`src/pcrb_pkg.sv`:
```
package pcrb_pkg;

  localparam int unsigned ADDR_W = 8;
  localparam int unsigned DATA_W = 8;

  localparam logic [7:0] OFF_PULL_UP_B    = 8'h49;
  localparam logic [7:0] OFF_PULL_DOWN_A  = 8'h4a;
  localparam logic [7:0] OFF_PULL_DOWN_B  = 8'h4b;
  localparam logic [7:0] OFF_DRIVE_A      = 8'h4c;
  localparam logic [7:0] OFF_DRIVE_B      = 8'h4d;

  localparam logic [7:0] RST_PULL_UP_B    = 8'h1f;
  localparam logic [7:0] RST_PULL_DOWN_A  = 8'h00;
  localparam logic [7:0] RST_PULL_DOWN_B  = 8'h00;
  localparam logic [7:0] RST_DRIVE_A      = 8'h00;
  localparam logic [7:0] RST_DRIVE_B      = 8'h00;

  // Field positions of the five control pins in pull-up/pull-down B
  localparam int unsigned POS_ADDR0      = 0;
  localparam int unsigned POS_ADDR1      = 1;
  localparam int unsigned POS_CTRL_DATA  = 2;
  localparam int unsigned POS_CTRL_CLOCK = 3;
  localparam int unsigned POS_BOOT_SEL   = 4;

  // Field positions in pull-down A
  localparam int unsigned POS_PLAYBACK_IN = 0;
  localparam int unsigned POS_CONV_OUT0   = 1;
  localparam int unsigned POS_CONV_OUT1   = 2;
  localparam int unsigned POS_BIT_CLOCK   = 3;
  localparam int unsigned POS_FRAME_CLOCK = 4;
  localparam int unsigned POS_MIC_PAIR_A  = 5;
  localparam int unsigned POS_MIC_PAIR_B  = 6;

  // Field positions in drive A (bit 0 reserved) and drive B
  localparam int unsigned POS_DRV_CONV_OUT0   = 1;
  localparam int unsigned POS_DRV_CONV_OUT1   = 2;
  localparam int unsigned POS_DRV_BIT_CLOCK   = 3;
  localparam int unsigned POS_DRV_FRAME_CLOCK = 4;
  localparam int unsigned POS_DRV_CTRL_DATA   = 2;
  localparam int unsigned POS_DRV_CTRL_CLOCK  = 3;

  typedef struct packed {
    logic boot_select_pullup_off;
    logic ctrl_clock_pullup_off;
    logic ctrl_data_pullup_off;
    logic addr_pin1_pullup_off;
    logic addr_pin0_pullup_off;
  } pcrb_pullup_t;

  typedef struct packed {
    logic mic_pair_b_pulldown_on;
    logic mic_pair_a_pulldown_on;
    logic frame_clock_pulldown_on;
    logic bit_clock_pulldown_on;
    logic conv_out1_pulldown_on;
    logic conv_out0_pulldown_on;
    logic playback_in_pulldown_on;
    logic boot_select_pulldown_on;
    logic ctrl_clock_pulldown_on;
    logic ctrl_data_pulldown_on;
    logic addr_pin1_pulldown_on;
    logic addr_pin0_pulldown_on;
  } pcrb_pulldown_t;

  typedef struct packed {
    logic frame_clock_drive_high;
    logic bit_clock_drive_high;
    logic conv_out1_drive_high;
    logic conv_out0_drive_high;
    logic ctrl_clock_drive_high;
    logic ctrl_data_drive_high;
  } pcrb_drive_t;

endpackage

```
`src/pcrb_pad_config.sv`:
```
`timescale 1ns/1ps
`default_nettype none
module pcrb_pad_config (
  // Clock and reset
  input  wire logic                       clk_i,
  input  wire logic                       rst_i,
  // Register access from the control port
  input  wire logic                       reg_wr_i,
  input  wire logic [pcrb_pkg::ADDR_W-1:0] reg_addr_i,
  input  wire logic [pcrb_pkg::DATA_W-1:0] reg_wdata_i,
  output logic      [pcrb_pkg::DATA_W-1:0] reg_rdata_o,
  output logic                            reg_hit_o,
  // Pad controls
  output pcrb_pkg::pcrb_pullup_t          pullup_o,
  output pcrb_pkg::pcrb_pulldown_t        pulldown_o,
  output pcrb_pkg::pcrb_drive_t           drive_o
);

  logic [7:0] pu_b_q, pu_b_d;
  logic [7:0] pd_a_q, pd_a_d;
  logic [7:0] pd_b_q, pd_b_d;
  logic [7:0] dr_a_q, dr_a_d;
  logic [7:0] dr_b_q, dr_b_d;

  // Whole bytes are stored, reserved bits included
  always_comb begin
    pu_b_d = pu_b_q;
    pd_a_d = pd_a_q;
    pd_b_d = pd_b_q;
    dr_a_d = dr_a_q;
    dr_b_d = dr_b_q;
    if (reg_wr_i) begin
      unique case (reg_addr_i)
        pcrb_pkg::OFF_PULL_UP_B:   pu_b_d = reg_wdata_i;
        pcrb_pkg::OFF_PULL_DOWN_A: pd_a_d = reg_wdata_i;
        pcrb_pkg::OFF_PULL_DOWN_B: pd_b_d = reg_wdata_i;
        pcrb_pkg::OFF_DRIVE_A:     dr_a_d = reg_wdata_i;
        pcrb_pkg::OFF_DRIVE_B:     dr_b_d = reg_wdata_i;
        default: ;
      endcase
    end
  end

  always_ff @(posedge clk_i) begin
    if (rst_i) begin
      pu_b_q <= pcrb_pkg::RST_PULL_UP_B;
      pd_a_q <= pcrb_pkg::RST_PULL_DOWN_A;
      pd_b_q <= pcrb_pkg::RST_PULL_DOWN_B;
      dr_a_q <= pcrb_pkg::RST_DRIVE_A;
      dr_b_q <= pcrb_pkg::RST_DRIVE_B;
    end else begin
      pu_b_q <= pu_b_d;
      pd_a_q <= pd_a_d;
      pd_b_q <= pd_b_d;
      dr_a_q <= dr_a_d;
      dr_b_q <= dr_b_d;
    end
  end

  // Read path; unmapped offsets read zero with hit low
  always_comb begin
    reg_rdata_o = '0;
    reg_hit_o   = 1'b1;
    unique case (reg_addr_i)
      pcrb_pkg::OFF_PULL_UP_B:   reg_rdata_o = pu_b_q;
      pcrb_pkg::OFF_PULL_DOWN_A: reg_rdata_o = pd_a_q;
      pcrb_pkg::OFF_PULL_DOWN_B: reg_rdata_o = pd_b_q;
      pcrb_pkg::OFF_DRIVE_A:     reg_rdata_o = dr_a_q;
      pcrb_pkg::OFF_DRIVE_B:     reg_rdata_o = dr_b_q;
      default:                   reg_hit_o   = 1'b0;
    endcase
  end

  // Pad controls take only defined bits; reserved bits go nowhere
  always_comb begin
    // Bit set means pull-up off
    pullup_o.boot_select_pullup_off = pu_b_q[pcrb_pkg::POS_BOOT_SEL];
    pullup_o.ctrl_clock_pullup_off  = pu_b_q[pcrb_pkg::POS_CTRL_CLOCK];
    pullup_o.ctrl_data_pullup_off   = pu_b_q[pcrb_pkg::POS_CTRL_DATA];
    pullup_o.addr_pin1_pullup_off   = pu_b_q[pcrb_pkg::POS_ADDR1];
    pullup_o.addr_pin0_pullup_off   = pu_b_q[pcrb_pkg::POS_ADDR0];
    // Bit set means pull-down on
    pulldown_o.mic_pair_b_pulldown_on  = pd_a_q[pcrb_pkg::POS_MIC_PAIR_B];
    pulldown_o.mic_pair_a_pulldown_on  = pd_a_q[pcrb_pkg::POS_MIC_PAIR_A];
    pulldown_o.frame_clock_pulldown_on = pd_a_q[pcrb_pkg::POS_FRAME_CLOCK];
    pulldown_o.bit_clock_pulldown_on   = pd_a_q[pcrb_pkg::POS_BIT_CLOCK];
    pulldown_o.conv_out1_pulldown_on   = pd_a_q[pcrb_pkg::POS_CONV_OUT1];
    pulldown_o.conv_out0_pulldown_on   = pd_a_q[pcrb_pkg::POS_CONV_OUT0];
    pulldown_o.playback_in_pulldown_on = pd_a_q[pcrb_pkg::POS_PLAYBACK_IN];
    pulldown_o.boot_select_pulldown_on = pd_b_q[pcrb_pkg::POS_BOOT_SEL];
    pulldown_o.ctrl_clock_pulldown_on  = pd_b_q[pcrb_pkg::POS_CTRL_CLOCK];
    pulldown_o.ctrl_data_pulldown_on   = pd_b_q[pcrb_pkg::POS_CTRL_DATA];
    pulldown_o.addr_pin1_pulldown_on   = pd_b_q[pcrb_pkg::POS_ADDR1];
    pulldown_o.addr_pin0_pulldown_on   = pd_b_q[pcrb_pkg::POS_ADDR0];
    // Bit set means high drive
    drive_o.frame_clock_drive_high = dr_a_q[pcrb_pkg::POS_DRV_FRAME_CLOCK];
    drive_o.bit_clock_drive_high   = dr_a_q[pcrb_pkg::POS_DRV_BIT_CLOCK];
    drive_o.conv_out1_drive_high   = dr_a_q[pcrb_pkg::POS_DRV_CONV_OUT1];
    drive_o.conv_out0_drive_high   = dr_a_q[pcrb_pkg::POS_DRV_CONV_OUT0];
    drive_o.ctrl_clock_drive_high  = dr_b_q[pcrb_pkg::POS_DRV_CTRL_CLOCK];
    drive_o.ctrl_data_drive_high   = dr_b_q[pcrb_pkg::POS_DRV_CTRL_DATA];
  end

  chk_pullup_reset_value: assert property (@(posedge clk_i)
    $past(rst_i) |-> pu_b_q == pcrb_pkg::RST_PULL_UP_B
      && pullup_o == 5'(pcrb_pkg::RST_PULL_UP_B))
    else $error("pull-up register not at reset value after reset");

  chk_pullup_write_polarity: assert property (@(posedge clk_i)
    disable iff (rst_i)
    reg_wr_i && reg_addr_i == pcrb_pkg::OFF_PULL_UP_B |=>
      pullup_o == $past(reg_wdata_i[4:0]))
    else $error("pull-up bits do not follow written value");

  chk_pd_a_reset_zero: assert property (@(posedge clk_i)
    $past(rst_i) |-> pd_a_q == pcrb_pkg::RST_PULL_DOWN_A)
    else $error("pull-down A not zero after reset");

  chk_pd_b_reset_zero: assert property (@(posedge clk_i)
    $past(rst_i) |-> pd_b_q == pcrb_pkg::RST_PULL_DOWN_B)
    else $error("pull-down B not zero after reset");

  chk_pulldown_write_on: assert property (@(posedge clk_i)
    disable iff (rst_i)
    reg_wr_i && reg_addr_i == pcrb_pkg::OFF_PULL_DOWN_A |=>
      pulldown_o[11:5] == $past(reg_wdata_i[6:0]))
    else $error("pull-down A pad bits do not follow write");

  chk_drive_a_fields: assert property (@(posedge clk_i)
    disable iff (rst_i)
    reg_wr_i && reg_addr_i == pcrb_pkg::OFF_DRIVE_A |=>
      drive_o[5:2] == $past(reg_wdata_i[4:1]))
    else $error("drive A pad bits do not follow write");

  chk_drive_b_fields: assert property (@(posedge clk_i)
    disable iff (rst_i)
    reg_wr_i && reg_addr_i == pcrb_pkg::OFF_DRIVE_B |=>
      drive_o[1:0] == $past(reg_wdata_i[3:2]))
    else $error("drive B pad bits do not follow write");

  chk_reserved_no_effect: assert property (@(posedge clk_i)
    disable iff (rst_i)
    reg_wr_i && reg_addr_i == pcrb_pkg::OFF_DRIVE_B
      && reg_wdata_i[3:2] == dr_b_q[3:2]
      |=> $stable(drive_o))
    else $error("reserved drive bits changed pad controls");

  chk_pulldown_reset_off: assert property (@(posedge clk_i)
    $past(rst_i) |-> pulldown_o == '0)
    else $error("a pull-down is on after reset");

  chk_drive_a_reset: assert property (@(posedge clk_i)
    $past(rst_i) |-> dr_a_q == pcrb_pkg::RST_DRIVE_A)
    else $error("drive A not zero after reset");

  chk_drive_b_reset: assert property (@(posedge clk_i)
    $past(rst_i) |-> dr_b_q == pcrb_pkg::RST_DRIVE_B)
    else $error("drive B not zero after reset");

  chk_pd_b_fields: assert property (@(posedge clk_i)
    disable iff (rst_i)
    reg_wr_i && reg_addr_i == pcrb_pkg::OFF_PULL_DOWN_B |=>
      pulldown_o[4:0] == $past(reg_wdata_i[4:0]))
    else $error("pull-down B pad bits do not follow write");

  chk_pullup_stored: assert property (@(posedge clk_i)
    disable iff (rst_i)
    reg_wr_i && reg_addr_i == pcrb_pkg::OFF_PULL_UP_B |=>
      pu_b_q == $past(reg_wdata_i))
    else $error("pull-up register did not store the written byte");

  chk_pd_a_stored: assert property (@(posedge clk_i)
    disable iff (rst_i)
    reg_wr_i && reg_addr_i == pcrb_pkg::OFF_PULL_DOWN_A |=>
      pd_a_q == $past(reg_wdata_i))
    else $error("pull-down A did not store the written byte");

  chk_pd_b_stored: assert property (@(posedge clk_i)
    disable iff (rst_i)
    reg_wr_i && reg_addr_i == pcrb_pkg::OFF_PULL_DOWN_B |=>
      pd_b_q == $past(reg_wdata_i))
    else $error("pull-down B did not store the written byte");

  chk_drive_a_stored: assert property (@(posedge clk_i)
    disable iff (rst_i)
    reg_wr_i && reg_addr_i == pcrb_pkg::OFF_DRIVE_A |=>
      dr_a_q == $past(reg_wdata_i))
    else $error("drive A did not store the written byte");

  chk_drive_b_stored: assert property (@(posedge clk_i)
    disable iff (rst_i)
    reg_wr_i && reg_addr_i == pcrb_pkg::OFF_DRIVE_B |=>
      dr_b_q == $past(reg_wdata_i))
    else $error("drive B did not store the written byte");

  chk_pullup_holds: assert property (@(posedge clk_i)
    disable iff (rst_i)
    !(reg_wr_i && reg_addr_i == pcrb_pkg::OFF_PULL_UP_B)
      |=> $stable(pu_b_q))
    else $error("pull-up register changed without a write");

  chk_pulldown_holds: assert property (@(posedge clk_i)
    disable iff (rst_i)
    !(reg_wr_i && (reg_addr_i == pcrb_pkg::OFF_PULL_DOWN_A
                   || reg_addr_i == pcrb_pkg::OFF_PULL_DOWN_B))
      |=> $stable(pulldown_o))
    else $error("pull-down controls changed without a write");

  chk_drive_holds: assert property (@(posedge clk_i)
    disable iff (rst_i)
    !(reg_wr_i && (reg_addr_i == pcrb_pkg::OFF_DRIVE_A
                   || reg_addr_i == pcrb_pkg::OFF_DRIVE_B))
      |=> $stable(drive_o))
    else $error("drive controls changed without a write");

  chk_pullup_reserved: assert property (@(posedge clk_i)
    disable iff (rst_i)
    reg_wr_i && reg_addr_i == pcrb_pkg::OFF_PULL_UP_B
      && reg_wdata_i[4:0] == pu_b_q[4:0]
      |=> $stable(pullup_o))
    else $error("reserved pull-up bits changed pad controls");

  chk_drive_a_reserved: assert property (@(posedge clk_i)
    disable iff (rst_i)
    reg_wr_i && reg_addr_i == pcrb_pkg::OFF_DRIVE_A
      && reg_wdata_i[4:1] == dr_a_q[4:1]
      |=> $stable(drive_o))
    else $error("reserved drive A bits changed pad controls");

  chk_pd_reserved: assert property (@(posedge clk_i)
    disable iff (rst_i)
    reg_wr_i
      && ((reg_addr_i == pcrb_pkg::OFF_PULL_DOWN_A
           && reg_wdata_i[6:0] == pd_a_q[6:0])
          || (reg_addr_i == pcrb_pkg::OFF_PULL_DOWN_B
              && reg_wdata_i[4:0] == pd_b_q[4:0]))
      |=> $stable(pulldown_o))
    else $error("reserved pull-down bits changed pad controls");

endmodule
`default_nettype wire

```
`config.mk`:
```
export PLATFORM = sky130hd
export DESIGN_NAME = pcrb_pad_config
export DESIGN_NICKNAME = d
export VERILOG_FILES = /design/src/pcrb_pkg.sv /design/src/pcrb_pad_config.sv
export SDC_FILE = /design/constraint.sdc
export NUM_CORES = 1
export LEC_CHECK = 0
export ABC_AREA = 1
export BUFFER_PORTS_ARGS = -buffer_cell sky130_fd_sc_hd__buf_2
export CAP_MARGIN = 15
export CORE_AREA = 2 2 77 79
export DETAILED_ROUTE_END_ITERATION = 12
export DIE_AREA = 0 0 79 81
export HOLD_SLACK_MARGIN = 0.02
export PLACE_DENSITY = 0.66
export SLEW_MARGIN = 20
export SYNTH_ARGS = -nofsm -noshare
export SYNTH_HDL_FRONTEND = slang
export SYNTH_SLANG_ARGS = --single-unit
```
`constraint.sdc`:
```
create_clock -name clk_i -period 3.3 [get_ports clk_i]
set_clock_uncertainty 0.05 [all_clocks]
set_input_delay 0.495 -clock clk_i [delete_from_list [all_inputs] [get_ports clk_i]]
set_output_delay 0.495 -clock clk_i [all_outputs]
set_load 0.01 [all_outputs]
```
==> results.yml <==
placed_design:
  dp.cells: 473
  place_ws_ps: 778.4
  routabilityCongestion: 0.8697
  hpwl_um: 4008
  portBuffers: 50
global_routing:
  grt_pass1_wl_um: 9121
  grtUsageMet1_pct: 23.55
  use_met2_pct: 31.10
  grt_pass1_vias: 1870
  grt_max_degree: 44
  gr-total-overflow: 0
  grtUsageMet3_pct: 4.000
  busiest_layer: "met2"
  antenna_found_initial: 0
  track_usage_pct: 18.40
clock_network:
  cts_resized: 0
  postCtsHoldBufs: 0
  tritoncts: "done"
  clockBufferDepth: 2
  ctsHtreeMaxLevel: 2
  cts_root_buffer: "clkbuf_8"
  clkTransAtPathRegs_ps: 70
  clkSinkCount: 40
  post_cts_buffers: 0
  clk_latency_ps: 300
  numCtsBuffers: 5
yosys:
  syn-instance-count: 385
  synth_edf_count: 0
  syn_area_um2: 2406
  synth_ff_type: "dfxtp_1"
  synth-seq-area-share_pct: 33.28
  syn_nets: 404
  synth.distinct_cells: 17
  synthTopCellsByCount: "nand2_1, nor2_1, inv_1"
  yosys_warnings: 0
  ys_async_sr_fraction_pct: 0
  synth.area.top_cells: "dfxtp_1, nand2_1, nor2_1"
  synth_top_area_share_pct: 33.28
  post_synth.cell_area_avg_um2: 6.250
  synth_top_area_cell: "dfxtp_1"
  yosysMostFrequentCell: "nand2_1"
  ys_ff_latch: 40
worst_setup_path:
  crit_start: "reg_addr_i[7]"
  cp_slowest_cell: "nor2_8"
  rr_endpoint: "dr_b_q[2]$_SDFFE_PP0P_"
  end_kind: "output pin"
  path_cells: "buf_2, inv_1, nand2_2, nor2_8, nand2_1, o21ai_0, inv_1, nand2_1, buf_2"
  required_ps: 2750
  path_max_fanout: 43
  criticalPathCategory: "primary input to output pin"
  rrSetupSlack_ps: 2550
  arrival_ps: 2000
  cpPeakStageDelay_ps: 490
  worst_r2r_path_depth: 4
  endpoint: "reg_rdata_o[5]"
  r2r-start: "dr_b_q[2]$_SDFFE_PP0P_"
  start_kind: "primary input"
floorplanning:
  dieArea_um2: 6399
  row_count: 28
  core_region_area_um2: 5675
  fp.dieH_um: 81
  dieWidth_um: 79
  start_util_pct: 42.39
  io_pins: 51
route:
  wl_per_cell_um: 11.53
  finalWirelength_um: 5545
  vias: 2211
  viasPerCell: 4.597
  first_pass_iters: 4
  drc: 0
  ant_nets: 0
  drt-initial-drc-count: 150
timing:
  relSlewSlack_pct: 59.12
  rsz0062_at_grt: "no"
  drv_slew: 0
  setup_tns_ps: 0
  post-route-period-util_pct: 77.03
  timing.final.crit_period_ps: 2542
  tightest_slew_ps: 612.5
  finalWorstSetupSlack_ps: 757.9
  setup_viol: 0
  hold_violations: 0
  max_clock_freq_ghz: 0.3934
hold_path:
  hold_class: "flop to flop"
layout:
  n_antenna_cell: 0
  drive_gt1_share_pct: 17.24
  nFillCells: 639
  instances_no_fill: 481
  nets: 424
  syn_to_final_growth_pct: 6.656
  final_core_util_pct: 45.22
power_and_ir_drop:
  powerDensity_nw_per_um2: 345.0
  p_leak_nw: 1.476
  total_power_mw: 0.8853
  irDropWorstVdd_v: 0.0001698
run_status:
  status: "finished, final reports clean"
flow_run:
  cap_violations: 0
## through the flow
stage | hold WS, ps | instance area [um2]
finish | 432.1 | 2566
global route | 457.6 | 2566
CTS | 436.1 | 2566
detailed placement | 416.9 | 2474
global placement | 419.6 | 2474
floorplan | 401.8 | 2406
## how the worst min path moves through the flow
stage | end | cells after the start | slack (ps) | start
6_report | pu_b_q[1]$_SDFFE_PP1P_ | 2 | 430 | pu_b_q[1]$_SDFFE_PP1P_
2_1_floorplan | pu_b_q[1]$_SDFFE_PP1P_ | 2 | 400 | pu_b_q[1]$_SDFFE_PP1P_
5_1_grt | dr_a_q[6]$_SDFFE_PP0P_ | 3 | 460 | reg_wdata_i[6]
3_5_place_dp | pu_b_q[1]$_SDFFE_PP1P_ | 2 | 420 | pu_b_q[1]$_SDFFE_PP1P_
3_3_place_gp | pu_b_q[1]$_SDFFE_PP1P_ | 2 | 420 | pu_b_q[1]$_SDFFE_PP1P_
4_1_cts | pu_b_q[1]$_SDFFE_PP1P_ | 2 | 440 | pu_b_q[1]$_SDFFE_PP1P_
## cells in the final DEF (no fill, tap or decap)
master and n:
dfxtp_1 40, nor2_1 89, o21ai_1 1, nand4_1 6, clkbuf_8 6, o21ai_0 2
buf_2 50, nor2_4 4, nand2_2 1, nand2_1 111, buf_4 1, nor2_2 1
nand3_1 35, inv_1 52, nand3_4 4, nor2_8 1, clkinv_2 2
## layer usage
layer,share of wire (%),wire length (um)
met5,0,0
met4,1.3,70
met3,5.2,290
met2,47,2580
met1,47,2603
## layout make-up
| type | instances | area, um2 | area share (%) |
|---|---|---|---|
| multi-input combinational | 255 | 1126 | 43.88 |
| sequential | 40 | 800.8 | 31.20 |
| timing repair buffer | 51 | 257.7 | 10.04 |
| inverter | 52 | 195.2 | 7.606 |
| tap | 75 | 93.84 | 3.657 |
| clock buffer | 6 | 82.58 | 3.218 |
| clock inverter | 2 | 10.01 | 0.3901 |
## critical path: cells and delay by family
kind | cells | cell delay [ps]
buf+inv | 4 | 340
simple gates | 4 | 910
compound gates | 1 | 230
## power by group
group | total (mW) | switching (mW) | internal [mW] | leakage, nW
registers | 0.484 | 0.000671 | 0.483 | 0.322
clock network | 0.341 | 0.175 | 0.167 | 0.0510
logic | 0.0599 | 0.0447 | 0.0152 | 1.10
## cells by family after synthesis
family	Yosys count	synth area share (%)
simple gates	252	46.18
compound gates	3	0.6238
buf+inv	90	19.92
flops	40	33.28
## flip-flops by register name, summed over array words and instances, names as in the netlist
register	count
pd_b_q	8
dr_a_q	8
pd_a_q	8
dr_b_q	8
pu_b_q	8
Note: power is estimated with default switching activity, not from simulation.
